==> src/plot_pkg.sv <==
// constants and types shared by the vertical bar and vector plot interpreter
package plot_pkg;
  // ==========================================================
  // command codes
  localparam logic [7:0] CODE_PLOT = 8'h02;
  localparam logic [7:0] CODE_ESC = 8'hFF;
  localparam logic [7:0] CODE_CHAR = 8'hFE;
  localparam logic [7:0] CODE_PT_X = 8'hFD;
  localparam logic [7:0] CODE_PT_Y = 8'hFC;
  localparam logic [7:0] CODE_BAR_ROW = 8'hF6;
  localparam logic [7:0] CODE_BAR_COL = 8'hF5;
  localparam logic [7:0] CODE_BAR_TOP = 8'hF4;
  localparam logic [7:0] CODE_BAR_INC = 8'hF3;
  localparam logic [7:0] CODE_VEC_X0 = 8'hF2;
  localparam logic [7:0] CODE_VEC_Y0 = 8'hF1;
  localparam logic [7:0] CODE_FIRST = 8'hF0;
  // ==========================================================
  // grid and step coding
  localparam int COORD_W = 7;
  localparam logic [1:0] STEP_NEG = 2'h1;
  localparam logic [1:0] STEP_POS = 2'h2;
  localparam logic [COORD_W-1:0] COORD_RST = 7'h00;

  typedef logic [COORD_W-1:0] coord_t;

  // one plot block on the 128 by 128 grid
  typedef struct packed {
    coord_t x;
    coord_t y;
  } pix_t;

  typedef enum {
    s_off, s_gen, s_px, s_py, s_vrow, s_vcol, s_vtop, s_vinc,
    s_vx0, s_vy0, s_char, s_other
  } pstate_t;
endpackage
==> src/bar_vector_plot.sv <==
// vertical bar graph and vector plot byte interpreter with block drawing engine
`timescale 1ns/100ps
module bar_vector_plot
  import plot_pkg::*;
(
  input wire logic clk, // 25 MHz system clock
  input wire logic nrst, // synchronous reset, active low
  input wire logic ce, // clock enable, freezes all state when low
  input wire logic byte_valid, // host offers a byte
  input wire logic [7:0] byte_data, // offered byte
  output logic byte_ready, // byte taken when valid and ready
  output logic plot_on, // general plot mode active
  output logic pix_valid, // one block to intensify this cycle
  output pix_t pix // block position
);
  pstate_t state;
  coord_t start_row, bar_col, bar_top, vx0, x1, y1;
  logic inc_pend;
  logic [3:0] inc_nib;
  logic go;
  pix_t ln_s, ln_e;
  logic busy, eng_done;
  coord_t cx, cy;
  logic signed [9:0] dxs, dys, err;
  logic sgx, sgy;
  logic acc;
  logic is_code;
  logic [7:0] d;

  assign acc = ce && byte_valid && byte_ready;
  assign d = byte_data;
  assign is_code = d >= CODE_FIRST;

  // relative step of one coordinate, wrapping on the grid
  function automatic coord_t step(input logic [1:0] f, input coord_t v);
    coord_t r;
    r = v;
    if (f == STEP_NEG) r = v - 7'h01;
    else if (f == STEP_POS) r = v + 7'h01;
    return r;
  endfunction

  // submode selected by a code byte
  function automatic pstate_t pick(input logic [7:0] c);
    pstate_t r;
    case (c)
      CODE_PT_X: r = s_px;
      CODE_PT_Y: r = s_py;
      CODE_BAR_ROW: r = s_vrow;
      CODE_BAR_COL: r = s_vcol;
      CODE_BAR_TOP: r = s_vtop;
      CODE_BAR_INC: r = s_vinc;
      CODE_VEC_X0: r = s_vx0;
      CODE_VEC_Y0: r = s_vy0;
      CODE_CHAR: r = s_char;
      default: r = s_other;
    endcase
    return r;
  endfunction

  // ==========================================================
  // byte interpreter
  // the stream is held off while a bar or line is drawn, so no byte buffer is needed
  always_ff @(posedge clk) begin
    if (!nrst) begin
      state <= s_off;
      plot_on <= 1'b0;
      byte_ready <= 1'b1;
      go <= 1'b0;
      inc_pend <= 1'b0;
      inc_nib <= 4'h0;
      start_row <= COORD_RST;
      bar_col <= COORD_RST;
      bar_top <= COORD_RST;
      vx0 <= COORD_RST;
      x1 <= COORD_RST;
      y1 <= COORD_RST;
      ln_s <= '0;
      ln_e <= '0;
    end else if (ce) begin
      go <= 1'b0;
      if (eng_done && inc_pend) begin
        // second bar of an incremental byte
        bar_col <= step(inc_nib[3:2], bar_col);
        bar_top <= step(inc_nib[1:0], bar_top);
        ln_s <= '{x: step(inc_nib[3:2], bar_col), y: start_row};
        ln_e <= '{x: step(inc_nib[3:2], bar_col), y: step(inc_nib[1:0], bar_top)};
        go <= 1'b1;
        inc_pend <= 1'b0;
      end else if (eng_done) begin
        byte_ready <= 1'b1;
      end else if (acc) begin
        if (state == s_off) begin
          if (d == CODE_PLOT) begin
            state <= s_gen;
            plot_on <= 1'b1;
          end
        end else if (d == CODE_ESC) begin
          state <= s_off;
          plot_on <= 1'b0;
        end else if (state == s_char) begin
          state <= s_char;
        end else if (is_code) begin
          state <= pick(d);
        end else begin
          case (state)
            s_px: begin
              x1 <= d[6:0];
              state <= s_py;
            end
            s_py: begin
              y1 <= d[6:0];
              ln_s <= '{x: x1, y: d[6:0]};
              ln_e <= '{x: x1, y: d[6:0]};
              go <= 1'b1;
              byte_ready <= 1'b0;
              state <= s_px;
            end
            s_vrow: begin
              start_row <= d[6:0];
              state <= s_vcol;
            end
            s_vcol: begin
              bar_col <= d[6:0];
              state <= s_vtop;
            end
            s_vtop: begin
              bar_top <= d[6:0];
              ln_s <= '{x: bar_col, y: start_row};
              ln_e <= '{x: bar_col, y: d[6:0]};
              go <= 1'b1;
              byte_ready <= 1'b0;
              state <= s_vcol;
            end
            s_vinc: begin
              bar_col <= step(d[7:6], bar_col);
              bar_top <= step(d[5:4], bar_top);
              ln_s <= '{x: step(d[7:6], bar_col), y: start_row};
              ln_e <= '{x: step(d[7:6], bar_col), y: step(d[5:4], bar_top)};
              inc_nib <= d[3:0];
              inc_pend <= 1'b1;
              go <= 1'b1;
              byte_ready <= 1'b0;
            end
            s_vx0: begin
              vx0 <= d[6:0];
              state <= s_vy0;
            end
            s_vy0: begin
              ln_s <= '{x: x1, y: y1};
              ln_e <= '{x: vx0, y: d[6:0]};
              x1 <= vx0;
              y1 <= d[6:0];
              go <= 1'b1;
              byte_ready <= 1'b0;
              state <= s_vx0;
            end
            default: state <= state;
          endcase
        end
      end
    end
  end

  // ==========================================================
  // block drawing engine: integer best-fit line, one block per cycle
  logic signed [10:0] e2;
  assign e2 = {err, 1'b0};

  always_ff @(posedge clk) begin
    if (!nrst) begin
      busy <= 1'b0;
      eng_done <= 1'b0;
      pix_valid <= 1'b0;
      pix <= '0;
      cx <= COORD_RST;
      cy <= COORD_RST;
      dxs <= 10'sh000;
      dys <= 10'sh000;
      err <= 10'sh000;
      sgx <= 1'b0;
      sgy <= 1'b0;
    end else if (ce) begin
      pix_valid <= 1'b0;
      eng_done <= 1'b0;
      if (go) begin
        // distances from the endpoints; a bar has zero width so only cy moves
        cx <= ln_s.x;
        cy <= ln_s.y;
        sgx <= ln_e.x < ln_s.x;
        sgy <= ln_e.y < ln_s.y;
        dxs <= (ln_e.x >= ln_s.x) ? {3'b000, ln_e.x - ln_s.x} : {3'b000, ln_s.x - ln_e.x};
        dys <= (ln_e.y >= ln_s.y) ? -{3'b000, ln_e.y - ln_s.y} : -{3'b000, ln_s.y - ln_e.y};
        err <= ((ln_e.x >= ln_s.x) ? {3'b000, ln_e.x - ln_s.x} : {3'b000, ln_s.x - ln_e.x})
             - ((ln_e.y >= ln_s.y) ? {3'b000, ln_e.y - ln_s.y} : {3'b000, ln_s.y - ln_e.y});
        busy <= 1'b1;
      end else if (busy) begin
        pix_valid <= 1'b1;
        pix <= '{x: cx, y: cy};
        if (cx == ln_e.x && cy == ln_e.y) begin
          busy <= 1'b0;
          eng_done <= 1'b1;
        end else begin
          err <= err + ((e2 >= 11'(dys)) ? dys : 10'sh000) + ((e2 <= 11'(dxs)) ? dxs : 10'sh000);
          if (e2 >= 11'(dys)) cx <= sgx ? cx - 7'h01 : cx + 7'h01;
          if (e2 <= 11'(dxs)) cy <= sgy ? cy - 7'h01 : cy + 7'h01;
        end
      end
    end
  end

  // ==========================================================
  // checks
  logic bar_draw;
  always_ff @(posedge clk) begin
    if (!nrst) bar_draw <= 1'b0;
    else if (ce && go) bar_draw <= ln_s.x == ln_e.x && (state == s_vcol || state == s_vinc);
  end

  a_row_entry: assert property (@(posedge clk) disable iff (!nrst)
    acc && d == CODE_BAR_ROW && state != s_off && state != s_char |=> state == s_vrow)
    else $error("code 246 did not select start row");
  a_row_fold: assert property (@(posedge clk) disable iff (!nrst)
    acc && state == s_vrow && !is_code |=> start_row == $past(d[6:0]) && state == s_vcol)
    else $error("start row not folded and stored");
  a_col_advance: assert property (@(posedge clk) disable iff (!nrst)
    acc && state == s_vcol && !is_code |=> state == s_vtop && bar_col == $past(d[6:0]))
    else $error("column byte did not lead to bar top");
  // a low clock enable stretches a draw, so frozen cycles end the timed attempts
  a_bar_draws: assert property (@(posedge clk) disable iff (!nrst || !ce)
    acc && state == s_vtop && !is_code && d != CODE_ESC |=> !byte_ready ##[1:4] pix_valid)
    else $error("bar top byte did not start drawing");
  a_bar_width: assert property (@(posedge clk) disable iff (!nrst)
    pix_valid && bar_draw |-> pix.x == bar_col)
    else $error("bar wider than one block");
  a_row_kept: assert property (@(posedge clk) disable iff (!nrst)
    state == s_off |=> $stable(start_row))
    else $error("start row lost outside plot mode");
  a_escape_ends: assert property (@(posedge clk) disable iff (!nrst)
    acc && state != s_off && d == CODE_ESC |=> !plot_on && state == s_off)
    else $error("escape did not end plot mode");
  a_inc_decode: assert property (@(posedge clk) disable iff (!nrst)
    acc && state == s_vinc && d[7:6] == STEP_POS |=> bar_col == $past(bar_col) + 7'h01)
    else $error("positive step not applied");
  a_vec_return: assert property (@(posedge clk) disable iff (!nrst || !ce)
    acc && state == s_vy0 && !is_code && d != CODE_ESC
    |=> !byte_ready ##[1:300] (byte_ready && state == s_vx0))
    else $error("vector did not finish back in X0 submode");
  a_vec_chain: assert property (@(posedge clk) disable iff (!nrst)
    acc && state == s_vy0 && !is_code |=> x1 == $past(vx0) && y1 == $past(d[6:0]))
    else $error("vector endpoint not chained");
  a_x0_advance: assert property (@(posedge clk) disable iff (!nrst)
    acc && state == s_vx0 && !is_code |=> state == s_vy0)
    else $error("X0 byte did not lead to Y0");

  c_bar: cover property (@(posedge clk) disable iff (!nrst) bar_draw && eng_done);
  c_inc_two: cover property (@(posedge clk) disable iff (!nrst) inc_pend && eng_done);
  c_vector: cover property (@(posedge clk) disable iff (!nrst)
    state == s_vx0 && eng_done && !bar_draw);
  c_reentry: cover property (@(posedge clk) disable iff (!nrst)
    acc && state == s_gen && d == CODE_BAR_COL);
endmodule

==> config.mk <==
export PLATFORM = sky130hd
export DESIGN_NAME = bar_vector_plot
export DESIGN_NICKNAME = d
export VERILOG_FILES = /design/src/plot_pkg.sv /design/src/bar_vector_plot.sv
export SDC_FILE = /design/constraint.sdc
export NUM_CORES = 1
export LEC_CHECK = 0
export BUFFER_PORTS_ARGS = -buffer_cell sky130_fd_sc_hd__buf_2
export CORE_MARGIN = 4
export CORE_UTILIZATION = 40
export DETAILED_ROUTE_END_ITERATION = 8
export HOLD_SLACK_MARGIN = 0.1
export MAX_ROUTING_LAYER = met4
export PLACE_DENSITY = 0.54
export SYNTH_ARGS = -nofsm -noshare
export SYNTH_HDL_FRONTEND = slang
export SYNTH_SLANG_ARGS = --single-unit
==> constraint.sdc <==
create_clock -name clk -period 4.2 [get_ports clk]
set_input_delay 0.84 -clock clk [delete_from_list [all_inputs] [get_ports clk]]
set_output_delay 0.84 -clock clk [all_outputs]
set_load 0.03 [all_outputs]
# After elaboration in Yosys (flattened, before gate mapping)
# Cells that the tools add are included.
[word_totals] reg_bits=170 out_inout_bits=17 wordCells=238
[classes] add_sub_neg=17 magnitude_cmp=7 n_eq_ne=41 muxes=100 bitwise=7 reduce_logical=38
[op_table] operator="two-way mux 7 bit" count=35
[op_table] operator="two-way mux 14 bit" count=14
[op_table] operator="case mux 32 bit (6 select lines)" count=1
[op_table] operator="two-way mux 32 bit" count=5
[op_table] operator="== test 32 x 3 -> 1 bit (second input constant)" count=4
[op_table] operator="case mux 14 bit (4 select lines)" count=2
[op_table] operator="== test 8 bit (second input constant)" count=10
[op_table] operator="== test 32 x 2 -> 1 bit (second input constant)" count=2
[op_table] operator="== test 32 x 4 -> 1 bit (second input constant)" count=2
[op_table] operator="two-way mux 10 bit" count=5
[op_table] operator="AND reduction 9 bit" count=5
[op_table] operator="case mux 7 bit (2 select lines)" count=3
[op_table] operator="AND reduction 8 bit" count=5
[op_table] operator="case mux 4 bit (9 select lines)" count=1
[op_table] operator="two-way mux 1 bit" count=34
[op_table] operator="== test 32 x 5 -> 1 bit (second input constant)" count=1
[op_table] operator="zero test 32 bit" count=1
[op_table] operator="adder 7 x 1 -> 7 bit (second input constant)" count=4
[op_table] operator="subtractor 7 x 1 -> 7 bit (second input constant)" count=4
[op_table] operator="subtractor 7 bit" count=4
[op_table] operator="adder 10 bit" count=2
[op_table] operator="negator 7 -> 10 bit" count=2
[op_table] operator="nonzero test 2 bit" count=9
[op_table] operator="inequality test 2 bit (second input constant)" count=8
[op_table] operator="other kinds (22)" count=47

# Longest topological paths before layout
[depth] ltp_word=11 ltp_mapped=20 mapped_depth_nobuf=19

# Worst setup path before layout
# No wires, ideal clock.
[synth_path] path_type="register to register" start="register dxs[2]" end="register err[9]" setup_ns=0.137 arrival_ns=3.968 required_time_ns=4.063 setup_slack_ns=0.096 stages_incl_launch_ff=20 path_buffers=0 period_less_slack_ns=4.104 cell_sequence="dfxtp_1 -> inv_1 -> ha_1 -> a21o_1 -> a21oi_1 -> o21ai_0 -> a2111oi_0 -> nor2_1 -> nor2_1 -> fa_1 -> ha_1 -> inv_1 -> fa_1 -> nor2b_1 -> o2111ai_1 -> nand3_1 -> o41ai_1 -> nor3b_1 -> nor4_1 -> a31oi_1"
[synth_between] elab_chain_cells=6
[synth_lines] element="start: declaration" line="bar_vector_plot.sv:24" rtl="logic signed [9:0] dxs, dys, err;"
[synth_lines] element="start signal: assignment" line="bar_vector_plot.sv:192" rtl="dxs <= (ln_e.x >= ln_s.x) ? {3'b000, ln_e.x - ln_s.x} : {3'b000, ln_s.x - ln_e.x};"
[synth_lines] element="less-or-equal comparator 11 x 8 -> 1 bit" line="bar_vector_plot.sv:204" rtl="err <= err + ((e2 >= 11'(dys)) ? dys : 10'sh000) + ((e2 <= 11'(dxs)) ? dxs : 10'sh000);"
[synth_lines] element="two-way mux 7 bit *" line="bar_vector_plot.sv:204"
[synth_lines] element="adder 10 bit *" line="bar_vector_plot.sv:204"
[synth_lines] element="two-way mux 10 bit *" line="bar_vector_plot.sv:200" rtl="if (cx == ln_e.x && cy == ln_e.y) begin"
[synth_lines] element="two-way mux 10 bit *" line="bar_vector_plot.sv:197" rtl="end else if (busy) begin"
[synth_lines] element="two-way mux 10 bit *" line="bar_vector_plot.sv:186" rtl="if (go) begin"
[synth_lines] element="end signal: assignment" line="bar_vector_plot.sv:194" rtl="err <= ((ln_e.x >= ln_s.x) ? {3'b000, ln_e.x - ln_s.x} : {3'b000, ln_s.x - ln_e.x})"
[synth_lines] element="end signal: assignment" line="bar_vector_plot.sv:204"
[synth_lines] element="end: declaration" line="bar_vector_plot.sv:24"
# Mark *: on every way between the ends. The rest lies on a longest branch, timed or not. The select of a mux whose other input is x is not followed.
# A chain may end at the register's enable or synchronous reset.

# Final worst setup path
[layout_path] start="register dxs[1]" end="register err[9]"
# Same word-level chain as after synthesis.

==> impl_metrics.sql <==
INSERT INTO impl_metrics (metric_group, metric, value, unit) VALUES
('status', 'run_status', 'finished clean', ''),
('detailed_routing', 'drt.antenna.violating_nets', '0', ''),
('synthesis', 'synth_seq_cells', '142', ''),
('synthesis', 'synthDominantCellAreaShare', '26.3', '%'),
('sta', 'min_period', '4010', 'ps'),
('clock_tree', 'bufs_on_longest_clock_path', '2', ''),
('setup_path', 'critPathCaptureType', 'flop', ''),
('clock_tree', 'insertion_delay_to_the_later_sink_of_the_worst_skew_pair', '430', 'ps'),
('setup_path', 'worst-setup-path-type', 'reg -> reg', ''),
('die', 'die_height', '172', 'microns'),
('synthesis', 'synth.top_cells.by_count', 'sky130_fd_sc_hd__nor2_1 (150), sky130_fd_sc_hd__dfxtp_1 (142), sky130_fd_sc_hd__nand2_1 (116), sky130_fd_sc_hd__a21oi_1 (114), sky130_fd_sc_hd__inv_1 (91)', ''),
('clock_tree', 'clkSlewWorstSetupHoldPaths', '70', 'ps'),
('synthesis', 'ys_top_cells_by_area', 'sky130_fd_sc_hd__dfxtp_1 (26%), sky130_fd_sc_hd__ha_1 (8.7%), sky130_fd_sc_hd__a21oi_1 (5.3%)', ''),
('synthesis', 'post_synth.cell_area_avg', '7.72', 'sq um'),
('sta', 'actual_slew_at_the_worst_max_slew_pin', '889', 'ps'),
('cells_and_area', 'stdcell_area', '12100', 'sq um'),
('power_and_ir_drop', 'p_leak', '0.00492', 'uW'),
('setup_path', 'timing.critical_path.cells', 'inv_1 -> ha_2 -> a21o_1 -> a21oi_2 -> o21ai_2 -> a2111oi_2 -> buf_4 -> nor2_4 -> nor2_1 -> fa_1 -> ha_1 -> nor2b_4 -> o2111ai_2 -> nand3_2 -> o41ai_2 -> buf_4 -> nor3b_1 -> nor4_2 -> a31oi_1', ''),
('placed_design', 'final_hpwl_from_detailed_placement', '23.0', 'mm'),
('global_route', 'grtUsageTotal', '21.9', '%'),
('synthesis', 'synth_top_cell_by_area', 'sky130_fd_sc_hd__dfxtp_1', ''),
('die', 'die_x', '172', 'microns'),
('sta', 'report.final.setup_viol', '0', ''),
('clock_tree', 'clock_sink_count', '142', ''),
('cells_and_area', 'number_of_diodes_added_for_antenna_fixing', '0', ''),
('detailed_routing', 'route.final.wire_length', '31.5', 'mm'),
('power_and_ir_drop', 'power_consumption', '3050', 'uW'),
('synthesis', 'dominantRegCellSynth', 'sky130_fd_sc_hd__dfxtp_1', ''),
('power_and_ir_drop', 'worst_ir_drop_vdd', '227', 'uV'),
('synthesis', 'yosys.cell_count.top_type', 'sky130_fd_sc_hd__nor2_1', ''),
('cells_and_area', 'post_route_cells_drive_above_1_share', '12.0', '%'),
('die', 'boundaryPins', '29', ''),
('synthesis', 'yosysUniqueCellTypes', '84', ''),
('synthesis', 'synth_sequential_area_ratio', '26.3', '%'),
('cells_and_area', 'post_layout_nonfiller_instances', '1747', ''),
('run', 'drv.max_cap_violation_count', '0', ''),
('sta', 'final_min_period_over_clock_period', '95.4', '%'),
('sta', 'timing_hold_violations_final', '0', ''),
('die', 'design.die.area', '29700', 'sq um'),
('detailed_routing', 'vias', '9886', ''),
('setup_path', 'r2r_setup_slack', '190', 'ps'),
('placed_design', 'post_dp_cell_area', '11300', 'sq um'),
('setup_path', 'worst_ep_arrival_time', '4300', 'ps'),
('sta', 'fin_tns_setup', '0', 'ps'),
('detailed_routing', 'post_drt_via_cell_ratio', '5.66', ''),
('power_and_ir_drop', 'power_density_over_cell_area', '251', 'nW/um^2'),
('synthesis', 'synth_enable_flop_cells', '0', ''),
('die', 'initial_utilization', '41.1', '%'),
('synthesis', 'ys_async_sr_fraction', '0', '%'),
('setup_path', 'critical_path.max_fanout', '5', ''),
('setup_path', 'worst_path_most_repeated_cell', 'sky130_fd_sc_hd__buf_4', ''),
('clock_tree', 'cts_h_tree_depth', '4', ''),
('sta', 'relSlewSlack', '40.8', '%'),
('setup_path', 'timing.critical_path.slowest_cell_delay', '440', 'ps'),
('sta', 'achievable-frequency', '250', 'MHz'),
('detailed_routing', 'firstDrtPassIters', '5', ''),
('global_route', 'grt_max_degree', '48', ''),
('global_route', 'antenna_violations_before_repair', '0', ''),
('die', 'fp-row-count', '59', ''),
('placed_design', 'port-buffer-count', '28', ''),
('placed_design', 'post-place-cells', '1713', ''),
('cells_and_area', 'fin_util', '46.1', '%'),
('placed_design', 'routabilityCongestion', '0.865', ''),
('clock_tree', 'cts_tree', 'done', ''),
('setup_path', 'timing.critical_path.from_type', 'flop', ''),
('synthesis', 'syn-num-nets', '1501', ''),
('global_route', 'wire_length_of_the_first_global_routing_pass', '50.3', 'mm'),
('clock_tree', 'post_cts_hold_buffer_count', '0', ''),
('sta', 'finalMaxSlewViolations', '0', ''),
('cells_and_area', 'area.growth.synth_to_final', '12.3', '%'),
('synthesis', 'yosys_warnings', '0', '');
through the flow:
step	setup WS (ps)	hold WS (ps)
after floorplan	95.6	446
after global placement	44.0	443
after detailed placement	-47.8	447
after CTS	20.2	456
after global routing	-28.5	483
final	192	456
cell families (layout without fill, tap and decap cells):
kind of cell               count (synthesis)  after routing  synth area share, %
AOI/OAI and AO/OA                        393            393                 24.2
xor gates and xnor gates                  71             71                 5.76
adders and majority gates                 90             90                 11.5
buffers and inverters                    183            196                 6.69
DFF                                      142            142                 26.3
muxes                                     49             49                 4.56
and+or+nand+nor                          471            471                 20.9
layout by cell type, fill, tap and decap left out, types with 28 or more instances in the layout:
cell type	n
sky130_fd_sc_hd__nor2_1	147
sky130_fd_sc_hd__dfxtp_1	134
sky130_fd_sc_hd__nand2_1	116
sky130_fd_sc_hd__a21oi_1	111
sky130_fd_sc_hd__inv_1	88
sky130_fd_sc_hd__o21ai_0	74
sky130_fd_sc_hd__ha_1	68
sky130_fd_sc_hd__mux2i_1	47
sky130_fd_sc_hd__buf_4	42
sky130_fd_sc_hd__nand3_1	40
sky130_fd_sc_hd__xor2_1	36
sky130_fd_sc_hd__xnor2_1	35
sky130_fd_sc_hd__a211oi_1	33
sky130_fd_sc_hd__nor3_1	30
sky130_fd_sc_hd__buf_2	28
state kept, by name, indices dropped and copies added (netlist names), 4 cells and up:
register / cells
vx0: 7
ln_e: 14
start_row: 7
inc_nib: 4
cx: 7
pix: 14
y1: 7
dxs: 7
bar_col: 7
dys: 10
bar_top: 7
x1: 7
cy: 7
ln_s: 14
err: 10
state: 4
what timing repair did:
action                     CTS  global route
cloned                       0             0
gates resized for setup      3            41
buffers inserted             0             2
pin swaps                    0            18
setup endpoints to repair    1             5
final timing paths:
check / from / endpoint / cells after the start
worst min-delay path: pix[7] / pix[7] / 2
worst max register to register: dxs[1] / err[9] / 19
worst min register to register: pix[7] / pix[7] / 2
worst max-delay path: dxs[1] / err[9] / 19
layer usage:
layer / vias up / track usage (%) / part of all wire [%]
met5: - / - / 0
met2: 194 / 34.4 / 47
met4: 0 / 5.09 / 1.4
met1: 4660 / 29.7 / 48
met3: 33 / 3.34 / 3.7
li1: 4999 / - / -
critical path: cells and delay by family, from the launching register on:
kind            cells  cell delay, ps
compound gates      7            1380
fa+ha+maj           3             970
simple gates        6             760
buf+inv             3             450
flops               1             320
cell type report:
type                            instances  area [sq um]
Fill cell                            2688         14200
Multi-Input combinational cell       1074          7420
Sequential cell                       142          2850
Timing Repair Buffer                   71           475
Clock buffer                           17           425
Tap cell                              335           419
Inverter                               93           350
Clock inverter                         15           183
power by group:
group / leakage (uW) / total, uW / internal (uW) / switching (uW)
sequential: 0.00115 / 1350 / 1350 / 0.0125
combinational: 0.00348 / 105 / 29.0 / 76.1
clock: 0.000292 / 1600 / 942 / 655
Note: power is estimated with default switching activity, not from simulation.
